**config.mk**
```make
export PLATFORM = sky130hd
export DESIGN_NAME = internal_oscillator_control
export DESIGN_NICKNAME = d
export VERILOG_FILES = /design/src/shared/osc_ctrl_pkg.sv /design/src/shared/lf_capture_if.sv /design/src/rtl/lf_divider_edge.sv /design/src/rtl/internal_oscillator_control.sv
export SDC_FILE = /design/constraint.sdc
export NUM_CORES = 1
export LEC_CHECK = 0
export BUFFER_PORTS_ARGS = -buffer_cell sky130_fd_sc_hd__buf_2
export CAP_MARGIN = 20
export CORE_ASPECT_RATIO = 1.75
export CORE_MARGIN = 2
export CORE_UTILIZATION = 46
export DETAILED_ROUTE_END_ITERATION = 6
export PLACE_DENSITY_LB_ADDON = 0.3
export SLEW_MARGIN = 5
export SYNTH_ARGS = -nofsm -noshare
export SYNTH_HDL_FRONTEND = slang
export SYNTH_SLANG_ARGS = --single-unit
```
**constraint.sdc**
```tcl
create_clock -name clk -period 1.7 [get_ports clk]
set_input_delay 0.425 -clock clk [delete_from_list [all_inputs] [get_ports clk]]
set_output_delay 0.425 -clock clk [all_outputs]
set_load 0.05 [all_outputs]
```
**src/shared/osc_ctrl_pkg.sv**
```systemverilog
// constants and types shared by the internal oscillator control block
package osc_ctrl_pkg;

  // register addresses on the special-function bus
  localparam logic [7:0] HF_CTRL_ADDR      = 8'hB2;  // hf_osc_control
  localparam logic [7:0] MULT_COMPAT_ADDR  = 8'hB9;  // multiplier_compat_status

  // hf_osc_control field positions
  localparam int         HF_EN_BIT         = 7;      // hf_osc_enable
  localparam int         HF_RDY_BIT        = 6;      // hf_freq_ready, read only
  localparam int         HF_SUSP_BIT       = 5;      // suspend request
  localparam int         HF_DIV_LSB        = 0;      // hf_system_clock_divider low bit
  localparam int         HF_DIV_W          = 2;      // hf_system_clock_divider width

  // reset values
  localparam logic [7:0] HF_CTRL_RESET     = 8'hC0;  // enabled and ready
  localparam logic [1:0] HF_DIV_RESET      = 2'h0;   // divide by 8
  localparam logic [7:0] MULT_COMPAT_VALUE = 8'hE0;  // enable, init, ready set; select 00

  // oscillator figures
  localparam int         HF_OSC_FREQ_HZ    = 48_000_000; // feeds usb directly
  localparam logic [5:0] HF_PRE_DIVIDE     = 6'h04;      // fixed stage before divider
  localparam int         LF_OSC_FREQ_HZ    = 80_000;     // nominal low-frequency rate
  localparam int         CLK_FREQ_HZ       = 10_000_000; // block clock

  // divider field encodings, shared by both dividers
  localparam logic [1:0] DIV_BY8           = 2'h0;
  localparam logic [1:0] DIV_BY4           = 2'h1;
  localparam logic [1:0] DIV_BY2           = 2'h2;
  localparam logic [1:0] DIV_BY1           = 2'h3;

  // number of capture timers (timer 2 at index 0, timer 3 at index 1)
  localparam int         NUM_CAP_TIMERS    = 2;

  // high-frequency oscillator state, gray along off-start-run-suspend
  typedef enum logic [1:0] {
    OSC_OFF       = 2'h0,
    OSC_STARTING  = 2'h1,
    OSC_RUNNING   = 2'h3,
    OSC_SUSPENDED = 2'h2
  } osc_state_type;

endpackage

```
**src/shared/lf_capture_if.sv**
```systemverilog
// carries the low-frequency divider setting and its output edges
`timescale 1ns/1ps
interface lf_capture_if;
  logic [1:0] div_sel;    // divider field
  logic       div_level;  // divided oscillator level
  logic       rise;       // one-cycle pulse on rising edge
  logic       fall;       // one-cycle pulse on falling edge
  modport prov (input div_sel, output div_level, output rise, output fall);
  modport cons (output div_sel, input div_level, input rise, input fall);
endinterface

```
**src/rtl/lf_divider_edge.sv**
```systemverilog
// low-frequency oscillator synchroniser, divider and edge detector
`timescale 1ns/1ps
module lf_divider_edge
  import osc_ctrl_pkg::*;
(
  input  wire logic   clk,        // block clock
  input  wire logic   nrst,       // async reset, active low
  input  wire logic   lf_osc_pin, // raw oscillator output
  lf_capture_if.prov  cap         // divider setting in, edges out
);

  logic       sync1_r;    // first synchroniser stage
  logic       sync2_r;    // second synchroniser stage
  logic       prev_osc_r; // last synced level
  logic [2:0] cnt_r;      // binary count of oscillator rising edges
  logic       level_nxt;  // selected divider tap
  logic       level_r;    // registered divided level
  logic       rise_r;     // rising edge pulse
  logic       fall_r;     // falling edge pulse

  // two-stage synchroniser
  always_ff @(posedge clk or negedge nrst) begin
    if (!nrst) begin
      sync1_r <= 1'b0;
      sync2_r <= 1'b0;
    end else begin
      sync1_r <= lf_osc_pin;
      sync2_r <= sync1_r;
    end
  end

  // count oscillator rising edges, each bit halves the rate
  always_ff @(posedge clk or negedge nrst) begin
    if (!nrst) begin
      prev_osc_r <= 1'b0;
      cnt_r      <= 3'h0;
    end else begin
      prev_osc_r <= sync2_r;
      if (sync2_r && !prev_osc_r) begin
        cnt_r <= cnt_r + 3'h1;
      end
    end
  end

  // pick the tap for the chosen ratio
  always_comb begin
    unique case (cap.div_sel)
      DIV_BY8: level_nxt = cnt_r[2]; // [RL11] [RL12]
      DIV_BY4: level_nxt = cnt_r[1]; // [RL12]
      DIV_BY2: level_nxt = cnt_r[0]; // [RL12]
      DIV_BY1: level_nxt = sync2_r;  // [RL12]
    endcase
  end

  // divided level and its edges
  always_ff @(posedge clk or negedge nrst) begin
    if (!nrst) begin
      level_r <= 1'b0;
      rise_r  <= 1'b0;
      fall_r  <= 1'b0;
    end else begin
      level_r <= level_nxt;
      rise_r  <= level_nxt && !level_r;
      fall_r  <= !level_nxt && level_r;
    end
  end

  assign cap.div_level = level_r;
  assign cap.rise      = rise_r;
  assign cap.fall      = fall_r;
endmodule // lf_divider_edge

```
**src/rtl/internal_oscillator_control.sv**
```systemverilog
// internal oscillator control and status with low-frequency capture path
//
// Contract
// RL1: hf oscillator runs only while enable bit set
// RL2: ready bit shows oscillator at programmed frequency
// RL3: writing suspend bit halts the oscillator
// RL4: usb activity or vbus edge wakes oscillator
// RL5: system_clock divided by 4 then 8/4/2/1
// RL6: unused bits 4:2 read zero, writes ignored
// RL7: 48 MHz oscillator feeds usb directly
// RL8: multiplier register reports present, working multiplier
// RL9: multiplier enable, init, ready always read 1
// RL10: multiplier input select always reads 00
// RL11: lf oscillator 80 kHz with selectable divider
// RL12: lf divider codes 00=8,01=4,10=2,11=1
// RL13: 4-bit fine-tune adjusts lf frequency
// RL14: timer 2 captures falling, timer 3 rising
// RL15: capture copies count into reload pair
// RL16: ready drops while disabled or suspended
`timescale 1ns/1ps
module internal_oscillator_control
  import osc_ctrl_pkg::*;
(
  input  wire logic                              clk,                  // 10 MHz block clock
  input  wire logic                              nrst,                 // async reset, active low
  input  wire logic [7:0]                        sfr_addr,             // register address
  input  wire logic                              sfr_wr,               // write strobe
  input  wire logic [7:0]                        sfr_wdata,            // write data
  input  wire logic                              sfr_rd,               // read strobe
  output      logic [7:0]                        sfr_rdata,            // read data, one cycle after strobe
  input  wire logic                              hf_osc_stable,        // analog oscillator settled
  input  wire logic                              usb_non_idle,         // usb bus activity level
  input  wire logic                              vbus,                 // vbus sense
  input  wire logic                              lf_osc_pin,           // low-frequency oscillator output
  input  wire logic [1:0]                        lf_divider_select,    // low-frequency divider field
  input  wire logic [3:0]                        lf_fine_tune,         // low-frequency trim field
  input  wire logic [NUM_CAP_TIMERS-1:0]         timer_capture_mode,   // capture mode per timer
  input  wire logic [NUM_CAP_TIMERS-1:0][15:0]   timer_count_pair,     // live timer counts
  output      logic                              hf_osc_run,           // oscillator enable to analog
  output      logic                              hf_freq_ready,        // oscillator ready status
  output      logic [5:0]                        hf_system_clock_ratio,      // total oscillator to system_clock ratio
  output      logic                              usb_clock_direct,     // usb clock available unmultiplied
  output      logic [3:0]                        lf_trim,              // trim to lf oscillator
  output      logic                              lf_divided_out,       // divided lf oscillator
  output      logic [NUM_CAP_TIMERS-1:0][15:0]   timer_reload_pair,    // captured counts
  output      logic [NUM_CAP_TIMERS-1:0]         timer_capture_strobe  // one-cycle capture pulse
);

  lf_capture_if cap_if ();                              // link to divider module

  logic                                osc_en_r;        // hf_osc_enable
  logic                                susp_r;          // suspend request
  logic [HF_DIV_W-1:0]                 div_r;           // hf_system_clock_divider
  osc_state_type                       osc_state_r;     // oscillator state
  osc_state_type                       osc_state_nxt;   // next oscillator state
  logic                                stable_s1_r;     // stable sync stage 1
  logic                                stable_s2_r;     // stable sync stage 2
  logic                                usb_s1_r;        // usb sync stage 1
  logic                                usb_s2_r;        // usb sync stage 2
  logic                                vbus_s1_r;       // vbus sync stage 1
  logic                                vbus_s2_r;       // vbus sync stage 2
  logic                                vbus_prev_r;     // vbus last synced level
  logic                                wake_evt;        // any wake-up event this cycle
  logic                                hf_wr;           // write to hf_osc_control
  logic [7:0]                          rdata_r;         // read data register
  logic                                run_r;           // oscillator enable output
  logic                                rdy_r;           // ready output
  logic [5:0]                          ratio_r;         // total divide ratio
  logic [5:0]                          ratio_nxt;       // ratio for current field
  logic                                usb_direct_r;    // usb clock flag
  logic [3:0]                          trim_r;          // fine-tune output
  logic [NUM_CAP_TIMERS-1:0][15:0]     reload_r;        // captured counts
  logic [NUM_CAP_TIMERS-1:0]           strobe_r;        // capture pulses
  logic [NUM_CAP_TIMERS-1:0]           cap_edge;        // edge per timer

  assign hf_wr = sfr_wr && (sfr_addr == HF_CTRL_ADDR);

  // synchronise pins before any logic looks at them
  always_ff @(posedge clk or negedge nrst) begin
    if (!nrst) begin
      stable_s1_r <= 1'b0;
      stable_s2_r <= 1'b0;
      usb_s1_r    <= 1'b0;
      usb_s2_r    <= 1'b0;
      vbus_s1_r   <= 1'b0;
      vbus_s2_r   <= 1'b0;
      vbus_prev_r <= 1'b0;
    end else begin
      stable_s1_r <= hf_osc_stable;
      stable_s2_r <= stable_s1_r;
      usb_s1_r    <= usb_non_idle;
      usb_s2_r    <= usb_s1_r;
      vbus_s1_r   <= vbus;
      vbus_s2_r   <= vbus_s1_r;
      vbus_prev_r <= vbus_s2_r;
    end
  end

  // usb activity or either vbus edge ends suspend
  assign wake_evt = usb_s2_r || (vbus_s2_r != vbus_prev_r); // [RL4]

  // writable fields of hf_osc_control; bits 4:2 have no storage
  always_ff @(posedge clk or negedge nrst) begin
    if (!nrst) begin
      osc_en_r <= HF_CTRL_RESET[HF_EN_BIT];
      div_r    <= HF_DIV_RESET;
    end else if (hf_wr) begin
      osc_en_r <= sfr_wdata[HF_EN_BIT];                      // [RL1]
      div_r    <= sfr_wdata[HF_DIV_LSB +: HF_DIV_W];         // [RL5]
    end
  end

  // suspend request: a wake event beats a simultaneous set
  always_ff @(posedge clk or negedge nrst) begin
    if (!nrst) begin
      susp_r <= HF_CTRL_RESET[HF_SUSP_BIT];
    end else if (wake_evt) begin
      susp_r <= 1'b0;                                        // [RL4]
    end else if (hf_wr && sfr_wdata[HF_SUSP_BIT]) begin
      susp_r <= 1'b1;                                        // [RL3]
    end
  end

  // oscillator state follows enable, suspend and settling
  always_comb begin
    osc_state_nxt = osc_state_r;
    if (!osc_en_r) begin
      osc_state_nxt = OSC_OFF;                               // [RL1]
    end else if (susp_r) begin
      osc_state_nxt = OSC_SUSPENDED;                         // [RL3]
    end else begin
      unique case (osc_state_r)
        OSC_OFF:       osc_state_nxt = OSC_STARTING;
        OSC_SUSPENDED: osc_state_nxt = OSC_STARTING;         // [RL16]
        OSC_STARTING:  osc_state_nxt = stable_s2_r ? OSC_RUNNING : OSC_STARTING;
        OSC_RUNNING:   osc_state_nxt = OSC_RUNNING;
      endcase
    end
  end

  // state register, out of reset already running
  always_ff @(posedge clk or negedge nrst) begin
    if (!nrst) begin
      osc_state_r <= OSC_RUNNING;
    end else begin
      osc_state_r <= osc_state_nxt;
    end
  end

  // total system_clock ratio: fixed pre-divide times field ratio
  always_comb begin
    unique case (div_r)
      DIV_BY8: ratio_nxt = HF_PRE_DIVIDE << 3;               // [RL5]
      DIV_BY4: ratio_nxt = HF_PRE_DIVIDE << 2;
      DIV_BY2: ratio_nxt = HF_PRE_DIVIDE << 1;
      DIV_BY1: ratio_nxt = HF_PRE_DIVIDE;
    endcase
  end

  // registered status outputs
  always_ff @(posedge clk or negedge nrst) begin
    if (!nrst) begin
      run_r        <= 1'b1;
      rdy_r        <= 1'b1;
      ratio_r      <= HF_PRE_DIVIDE << 3;
      usb_direct_r <= 1'b1;
      trim_r       <= 4'h0;
    end else begin
      run_r        <= (osc_state_nxt != OSC_OFF) && (osc_state_nxt != OSC_SUSPENDED); // [RL1] [RL3]
      rdy_r        <= (osc_state_nxt == OSC_RUNNING);        // [RL2] [RL16]
      ratio_r      <= ratio_nxt;
      usb_direct_r <= (osc_state_nxt == OSC_RUNNING);        // [RL7]
      trim_r       <= lf_fine_tune;                          // [RL13]
    end
  end

  // register reads; unmapped addresses return zero
  always_ff @(posedge clk or negedge nrst) begin
    if (!nrst) begin
      rdata_r <= 8'h00;
    end else if (sfr_rd) begin
      if (sfr_addr == HF_CTRL_ADDR) begin
        rdata_r <= {osc_en_r, osc_state_r == OSC_RUNNING, susp_r, 3'h0, div_r}; // [RL2] [RL6]
      end else if (sfr_addr == MULT_COMPAT_ADDR) begin
        rdata_r <= MULT_COMPAT_VALUE;                        // [RL8] [RL9] [RL10]
      end else begin
        rdata_r <= 8'h00;
      end
    end
  end

  // low-frequency divider and edge detection
  assign cap_if.div_sel = lf_divider_select;                 // [RL11]
  lf_divider_edge u_lf (
    .clk        (clk),
    .nrst       (nrst),
    .lf_osc_pin (lf_osc_pin),
    .cap        (cap_if.prov)
  );

  assign cap_edge[0] = cap_if.fall;                          // [RL14]
  assign cap_edge[1] = cap_if.rise;                          // [RL14]

  // per-timer capture of the live count on its edge
  for (genvar t = 0; t < NUM_CAP_TIMERS; t++) begin : g_cap
    always_ff @(posedge clk or negedge nrst) begin
      if (!nrst) begin
        reload_r[t] <= 16'h0000;
        strobe_r[t] <= 1'b0;
      end else begin
        strobe_r[t] <= timer_capture_mode[t] && cap_edge[t];
        if (timer_capture_mode[t] && cap_edge[t]) begin
          reload_r[t] <= timer_count_pair[t];                // [RL15]
        end
      end
    end
  end

  assign sfr_rdata            = rdata_r;
  assign hf_osc_run           = run_r;
  assign hf_freq_ready        = rdy_r;
  assign hf_system_clock_ratio      = ratio_r;
  assign usb_clock_direct     = usb_direct_r;
  assign lf_trim              = trim_r;
  assign lf_divided_out       = cap_if.div_level;
  assign timer_reload_pair    = reload_r;
  assign timer_capture_strobe = strobe_r;
endmodule // internal_oscillator_control

```
==> impl_metrics.env, run 1 <==
export IMPL_status="finished clean"
export IMPL_initial_core_util=0.480
export IMPL_setup_violations=0
export IMPL_cts_tree="yes"
export IMPL_p_sw_w=0.00277
export IMPL_detail_route_antenna_nets=0
export IMPL_clkPwrFrac=0.214
export IMPL_critPathTopFamily="flip-flops"
export IMPL_avgSynthCellArea_sq_um=15.7
export IMPL_nets=347
export IMPL_grt_use_met3=0.0671
export IMPL_drtIter0Drc=23
export IMPL_worstPathMaxFanout=3
export IMPL_grt_overflow=0
export IMPL_antenna_found_initial=0
export IMPL_coreArea_sq_um=5300
export IMPL_clk_latency_ps=340
export IMPL_ctsHtreeMaxLevel=3
export IMPL_netlist_instances=162
export IMPL_clock_path_buffers=2
export IMPL_seqPwrFrac=0.362
export IMPL_synth_area_mux_share=0.173
export IMPL_p_leak_nw=1.74
export IMPL_p_per_area_nw_per_um2=1920
export IMPL_diodes=0
export IMPL_cp_required_ps=1270
export IMPL_wl_mm=4.55
export IMPL_yosys_area_share_simple=0.0565
export IMPL_dp_hpwl_mm=3.40
export IMPL_ys_top_cells_by_count="dfrtp_1, mux2_2, inv_1, buf_4, nor2b_1"
export IMPL_drv_slew=0
export IMPL_fin_tns_setup_ps=0
export IMPL_syn_to_final_growth_pct=34.3
export IMPL_synth_seq_area_share=0.691
export IMPL_die_area_sq_um=6170
export IMPL_grt_util_all_layers=0.163
export IMPL_synth_compound_area_frac=0.0280
export IMPL_die_x_um=60.2
export IMPL_synth_top_area_share=0.639
export IMPL_busiest_layer="met2"
export IMPL_cp_slowest_cell="dfstp_2"
export IMPL_yosysMostFrequentCell="dfrtp_1"
export IMPL_synthTopCellsByArea="dfrtp_1, mux2_2, dfstp_2"
export IMPL_slowest_delay_ps=540
export IMPL_synth_xor_area_frac=0.0103
export IMPL_grt_pass1_wl_mm=7.19
export IMPL_drc=0
export IMPL_crit_buf_inv=1
export IMPL_path_class="flip-flop to primary output"
export IMPL_synthFlopType="dfrtp_1"
export IMPL_rrSetupSlack_ps=480
export IMPL_grt_pass1_vias=1682
export IMPL_clock_sinks=70
export IMPL_final_util=0.645
export IMPL_dr_pass1_iters=2
export IMPL_synth_async_reset_ratio=1.00
export IMPL_grt_use_met1=0.166
export IMPL_p_comb_frac=0.424
export IMPL_ios=120
export IMPL_ys_warn_count=0
export IMPL_synth_fa_ha_area_frac=0.00492
export IMPL_period_share=0.917
export IMPL_rows=35
export IMPL_fin_skew_ps=5.98
export IMPL_ctsHoldBuffers=0
export IMPL_wl_per_cell_um=12.6
export IMPL_ir_drop_mv=1.24
export IMPL_finalHoldViolCount=0
export IMPL_cts_setup_buffers=0
export IMPL_gp_congestion=0.769
export IMPL_vias=1687
export IMPL_cts_root_buffer="clkbuf_8"
export IMPL_path_cells="buf_2"
export IMPL_drive_gt1_frac=0.610
export IMPL_grt_util_met2=0.273
export IMPL_endpoint_kind="primary output"
export IMPL_vias_per_cell=4.67
export IMPL_max_freq_mhz=641
export IMPL_yosys_register_bits=70
export IMPL_switching_share=0.422
export IMPL_synthDistinctLibCells=27
export IMPL_cp_arrival_ps=1130
export IMPL_cap_violations=0
export IMPL_port_buffers=110
export IMPL_synth_top_family_by_area="multiplexers"
export IMPL_holdCritPathClass="input pin to asynchronous set/reset pin"
export IMPL_cts_clk_slew_worst_paths_ps=70
export IMPL_power_internal_w=0.00379
export IMPL_numCtsBuffers=9
export IMPL_synth_area_sq_um=2540
export IMPL_fill_cells=430
export IMPL_cts_resized=0
export IMPL_yosysTopAreaCell="dfrtp_1"
export IMPL_fin_crit_ps=1560
export IMPL_rsz0062_at_grt="no"
export IMPL_grt_start_max_net_pins=71
export IMPL_synth_edff_count=0
export IMPL_fp_dieH_um=102
export IMPL_start_kind="flip-flop"
worst paths after layout:
| path | start | endpoint | depth (start not counted) |
|---|---|---|---|
| worst max-delay path | hf_osc_run | hf_osc_run | 1 |
| worst min-delay path | nrst | div_r[1] | 2 |
| worst max register to register | u_lf.cap.fall | timer_reload_pair[5] | 3 |
| worst min register to register | u_lf.sync1_r | u_lf.sync2_r | 0 |
| max in group asynchronous | nrst | hf_osc_run | 2 |
| min in group clk | lf_fine_tune[3] | lf_trim[3] | 1 |
registers in the layout, indices dropped and copies added (netlist names), 2 cells and up:
name,count
div_r,2
hf_system_clock_ratio,4
lf_trim,4
sfr_rdata,5
timer_capture_strobe,2
timer_reload_pair,32
u_lf.cnt_r,3
metal layers:
| metal | vias to the layer above | part of all wire |
|---|---|---|
| li1 | 778 | - |
| met3 | 9 | 0.075 |
| met4 | 0 | 0.024 |
| met5 | - | 0 |
| met1 | 830 | 0.35 |
| met2 | 70 | 0.55 |
cell families (layout without fill, tap and decap cells):
group	count (synthesis)	count (layout)
AND/OR/NAND/NOR	22	22
buffers and inverters	17	138
AO/OA/AOI/OAI	11	11
other	1	5
adder cells (fa/ha/maj)	1	1
multiplexers	37	37
flip-flops	70	70
XOR/XNOR	3	3
area by class of cell:
class	instances	area [sq um]	area share
Clock buffer	13	179	0.0524
Clock inverter	3	40.0	0.0117
Inverter	8	30.0	0.00879
Multi-Input combinational cell	79	712	0.208
Sequential cell	70	1760	0.514
Tap cell	74	92.6	0.0271
Timing Repair Buffer	114	606	0.177
worst reg2reg max path: cells and delay by family (launching register included):
kind / cells / cell delay, ps
buf+inv: 1 / 180
flops: 1 / 360
mux: 1 / 340
simple gates: 1 / 230
metrics by stage:
| step | power (W) | instances | setup WS [ps] | cell area, sq um | hold WS (ps) |
|---|---|---|---|---|---|
| global route | 0.00688 | 361 | 97.8 | 3420 | 108 |
| global placement | 0.00517 | 345 | 188 | 3200 | 334 |
| detailed placement | 0.00522 | 345 | 175 | 3200 | 336 |
| finish | 0.00656 | 361 | 141 | 3420 | 87.7 |
| CTS | 0.00664 | 361 | 113 | 3420 | 103 |
| floorplan | 0.00453 | 166 | 321 | 2560 | 129 |
placed cells by master, fill, tap and decap left out, drive strengths merged, types with 3 or more instances in the layout:
master and count:
inv 8, clkbuf 13, conb 5, mux2 36, o22ai 5, dfrtp 65
dfstp 5, buf 114, nand2 5, and2 3, nor2b 6
power groups by stage:
stage          sequential, W  clock, W  combinational, W
6_report             0.00238   0.00140           0.00278
5_1_grt              0.00245   0.00151           0.00292
4_1_cts              0.00238   0.00144           0.00281
3_5_place_dp         0.00241         0           0.00281
3_3_place_gp         0.00239         0           0.00278
2_1_floorplan        0.00391         0          0.000618
Power figures use the tool's default switching activity.
==> run 2, diff against run 1 <==
Settings changed: CORE_UTILIZATION 46 to 49.
Clock period 1.7 ns to 1.9 ns, I/O delays scaled along.
==> impl_metrics.env, run 2 (synthesis gave the netlist of run 1 again) <==
export IMPL_nets=346
export IMPL_status="finished clean"
export IMPL_fill_cells=381
export IMPL_ios=120
export IMPL_holdCritPathClass="input pin to asynchronous set/reset pin"
export IMPL_port_buffers=110
export IMPL_cp_required_ps=1420
export IMPL_ctsHoldBuffers=0
export IMPL_critPathTopFamily="flip-flops"
export IMPL_ff_latch_area_sq_um=1760
export IMPL_rsz0062_at_grt="no"
export IMPL_path_cells="buf_2"
export IMPL_path_class="flip-flop to primary output"
export IMPL_grt_overflow=0
export IMPL_cp_arrival_ps=1140
export IMPL_fin_crit_ps=1610
export IMPL_die_area_sq_um=5810
export IMPL_fin_skew_ps=7.03
export IMPL_crit_path_start="hf_osc_run"
export IMPL_fp_dieH_um=99.3
export IMPL_cts_setup_buffers=0
export IMPL_max_freq_mhz=620
export IMPL_drc=0
export IMPL_vias=1664
export IMPL_wl_per_cell_um=13.4
export IMPL_setup_violations=0
export IMPL_gp_congestion=0.778
export IMPL_numCtsBuffers=9
export IMPL_cts_resized=0
export IMPL_cts_tree="yes"
export IMPL_fin_tns_setup_ps=0
export IMPL_clock_sinks=70
export IMPL_layout_commonest_cell="buf_2"
export IMPL_clk_latency_ps=330
export IMPL_drive_gt1_frac=0.608
export IMPL_ir_drop_mv=1.57
export IMPL_syn_to_final_growth_pct=32.6
export IMPL_coreArea_sq_um=4980
export IMPL_grt_start_max_net_pins=71
export IMPL_cts_root_buffer="clkbuf_8"
export IMPL_initial_core_util=0.511
export IMPL_crit_buf_inv=1
export IMPL_largest_reg_flops=32
export IMPL_p_per_area_nw_per_um2=1750
export IMPL_final_cell_mix="buf_2, dfrtp_1, mux2_2"
export IMPL_clock_path_buffers=2
export IMPL_finalHoldViolCount=0
export IMPL_diodes=0
export IMPL_worstPathMaxFanout=3
export IMPL_detail_route_antenna_nets=0
export IMPL_dp_hpwl_mm=3.44
export IMPL_grt_util_all_layers=0.168
export IMPL_dr_pass1_iters=4
export IMPL_antenna_found_initial=0
export IMPL_period_share=0.849
export IMPL_drv_slew=0
export IMPL_start_kind="flip-flop"
export IMPL_cap_violations=0
export IMPL_vias_per_cell=4.89
export IMPL_p_leak_nw=1.72
export IMPL_die_x_um=58.5
export IMPL_dp_cells=324
export IMPL_stdcell_count=340
export IMPL_ctsHtreeMaxLevel=3
export IMPL_r2r_start="u_lf.cap.fall"
export IMPL_cp_slowest_cell="dfstp_2"
export IMPL_drtIter0Drc=30
export IMPL_endpoint_kind="primary output"
export IMPL_grt_pass1_wl_mm=7.36
export IMPL_slowest_delay_ps=550
export IMPL_multiInputGateArea_sq_um=712
export IMPL_rows=34
export IMPL_grt_pass1_vias=1701
export IMPL_timing_hold_ws_ps=164
export IMPL_final_util=0.678
export IMPL_cts_clk_slew_worst_paths_ps=70
export IMPL_wl_mm=4.54
-- run 2: cell count changes in the layout (fill, tap and decap cells not counted) --
| cell | before | now |
|---|---|---|
| buf_12 | 2 | 1 |
| bufinv_16 | 1 | 2 |
| clkbuf_8 | 13 | 9 |
| clkinv_2 | 2 | 1 |
| clkinv_4 | 0 | 1 |
| clkinvlp_4 | 0 | 2 |
| inv_6 | 0 | 1 |
-- run 2: through the flow --
stage               worst slack (ps)  power [W]  area [sq um]
finish                           287    0.00589          3370
global route                     242    0.00618          3370
CTS                              254    0.00597          3370
detailed placement               272    0.00466          3150
global placement                 298    0.00461          3150
floorplan                        471    0.00405          2560
-- run 2: path summary, 6_finish.rpt --
kind	slack, ps	cells past startpoint	to
max	290	1	hf_osc_run
min	160	2	sfr_rdata[0]
max reg2reg	600	3	timer_reload_pair[10]
min reg2reg	350	0	stable_s2_r
max in group asynchronous	1430	2	osc_state_r[1]
min in group clk	250	1	lf_trim[0]
-- run 2: area by class of cell --
type | instances | area share
flip-flops and latches | 70 | 0.521
multi-input cells | 79 | 0.211
repair buffers | 113 | 0.174
clock buffers | 9 | 0.0367
clock inverters | 7 | 0.0289
well taps | 54 | 0.0200
inverters | 8 | 0.00890
-- run 2: report_power, final --
| part | internal, W | switching [W] | total [W] |
|---|---|---|---|
| combinational | 0.000700 | 0.00177 | 0.00247 |
| sequential | 0.00194 | 0.000206 | 0.00214 |
| clock | 0.000743 | 0.000543 | 0.00129 |
| total | 0.00338 | 0.00252 | 0.00589 |
-- run 2: layer usage --
metal | vias to the layer above | part of all wire | global-route usage
li1 | 779 | - | -
met1 | 814 | 0.35 | 0.179
met2 | 64 | 0.57 | 0.295
met3 | 7 | 0.065 | 0.0546
met4 | 0 | 0.017 | 0.0716
met5 | - | 0 | 0
==> run 3, diff against run 2 <==
Settings changed: CORE_UTILIZATION 49 to 41.
Clock period 1.9 ns to 1.3 ns, I/O delays scaled along.
==> impl_metrics.env, run 3 (synthesis gave the netlist of run 1 again) <==
export IMPL_cp_required_ps=980
export IMPL_clock_path_buffers=2
export IMPL_drtIter0Drc=70
export IMPL_clock_sinks=70
export IMPL_final_cell_mix="buf_2, dfrtp_1, mux2_2"
export IMPL_antenna_found_initial=0
export IMPL_start_kind="flip-flop"
export IMPL_switching_share=0.424
export IMPL_port_buffers=110
export IMPL_postLayoutSetupSlackWorst_ps=-74.6
export IMPL_path_class="flip-flop to primary output"
export IMPL_final_util=0.585
export IMPL_drive_gt1_frac=0.597
export IMPL_dr_pass1_iters=4
export IMPL_cts_root_buffer="clkbuf_8"
export IMPL_rows=38
export IMPL_cts_tree="yes"
export IMPL_wl_per_cell_um=13.0
export IMPL_grt_util_all_layers=0.149
export IMPL_p_per_area_nw_per_um2=2400
export IMPL_vias_per_cell=4.52
export IMPL_rsz0062_at_grt="yes"
export IMPL_fin_crit_ps=1370
export IMPL_p_leak_nw=1.78
export IMPL_holdCritPathClass="input pin to flip-flop"
export IMPL_drv_slew=0
export IMPL_die_area_sq_um=6880
export IMPL_fin_tns_setup_ps=-226
export IMPL_violations="negative setup slack"
export IMPL_endpoint_kind="primary output"
export IMPL_hold_path_depth=1
export IMPL_period_share=1.06
export IMPL_layout_commonest_cell="buf_2"
export IMPL_path_cells="buf_6"
export IMPL_numCtsBuffers=9
export IMPL_cts_clk_slew_worst_paths_ps=60
export IMPL_coreArea_sq_um=6090
export IMPL_cp_depth=1
export IMPL_clk_latency_ps=340
export IMPL_grt_pass1_vias=1598
export IMPL_initial_core_util=0.418
export IMPL_largest_reg_flops=32
export IMPL_grt_start_max_net_pins=36
export IMPL_finalHoldViolCount=0
export IMPL_detail_route_antenna_nets=0
export IMPL_critPathTopFamily="flip-flops"
export IMPL_cp_arrival_ps=1050
export IMPL_ir_drop_mv=1.72
export IMPL_cp_slowest_cell="dfstp_2"
export IMPL_wl_mm=4.84
export IMPL_p_sw_w=0.00362
export IMPL_clkPwrFrac=0.170
export IMPL_dp_hpwl_mm=3.70
export IMPL_diodes=0
export IMPL_die_x_um=63.6
export IMPL_drc=0
export IMPL_max_freq_mhz=727
export IMPL_grt_pass1_wl_mm=7.46
export IMPL_vias=1686
export IMPL_syn_to_final_growth_pct=39.9
export IMPL_crit_buf_inv=1
export IMPL_reg2reg_depth=2
export IMPL_power_internal_w=0.00492
export IMPL_cap_violations=0
export IMPL_ios=120
export IMPL_fin_skew_ps=10.3
export IMPL_gp_congestion=0.703
export IMPL_status="finished, violations left"
export IMPL_worstPathMaxFanout=2
export IMPL_slowest_delay_ps=550
export IMPL_setup_violations=4
export IMPL_timing_hold_ws_ps=95.7
export IMPL_p_comb_frac=0.462
export IMPL_ctsHtreeMaxLevel=3
export IMPL_nets=353
export IMPL_fp_dieH_um=108
export IMPL_grt_overflow=0
export IMPL_seqPwrFrac=0.368
==> run 3: final timing paths <==
check / from / endpoint / slack [ps]
max in group asynchronous: nrst / osc_state_r[1] / 320
min in group asynchronous: nrst / timer_reload_pair[0] / 450
max reg2reg: u_lf.sync2_r / u_lf.cap.rise / 130
max: usb_clock_direct / hf_freq_ready / -70
min reg2reg: vbus_s1_r / vbus_s2_r / 350
min: vbus / vbus_s1_r / 100
==> run 3: final cells by class <==
cell class	instances	area [sq um]
sequential	70	1760
timing repair buffer	120	800
clock inverter	1	5.00
fill	525	2520
multi-input combinational	79	712
inverter	8	30.0
clock buffer	15	156
tap	80	100
==> run 3: repair_timing <==
| action | 4_1_cts | 5_1_grt |
|---|---|---|
| buffers inserted | 1 | 0 |
| hold buffers | 1 | 0 |
| endpoints found under the hold margin | 12 | 0 |
| setup endpoints to repair | 14 | 29 |
| gates resized for setup | 20 | 33 |
==> run 3: per-layer routing <==
layer  global-route usage  vias to the layer above  part of all wire
met5                    0                        -                 0
met1                0.154                      821              0.34
met2                0.252                       63              0.56
met4               0.0792                        0             0.023
met3               0.0635                        8             0.069
li1                     -                      794                 -
==> run 3: through the flow <==
step	std cells	total power (W)	worst slack [ps]	area, sq um
floorplan	166	0.00592	21.0	2560
global placement	355	0.00680	-63.1	3260
detailed placement	355	0.00687	-81.4	3260
CTS	373	0.00844	-100	3500
global route	373	0.00899	-119	3560
finish	373	0.00855	-74.6	3560
==> run 3: power groups by stage <==
stage,clock (W),sequential (W),combinational (W)
3_5_place_dp,0,0.00317,0.00370
5_1_grt,0.00164,0.00322,0.00412
2_1_floorplan,0,0.00512,0.000808
6_report,0.00145,0.00315,0.00395
4_1_cts,0.00152,0.00314,0.00378
3_3_place_gp,0,0.00314,0.00366
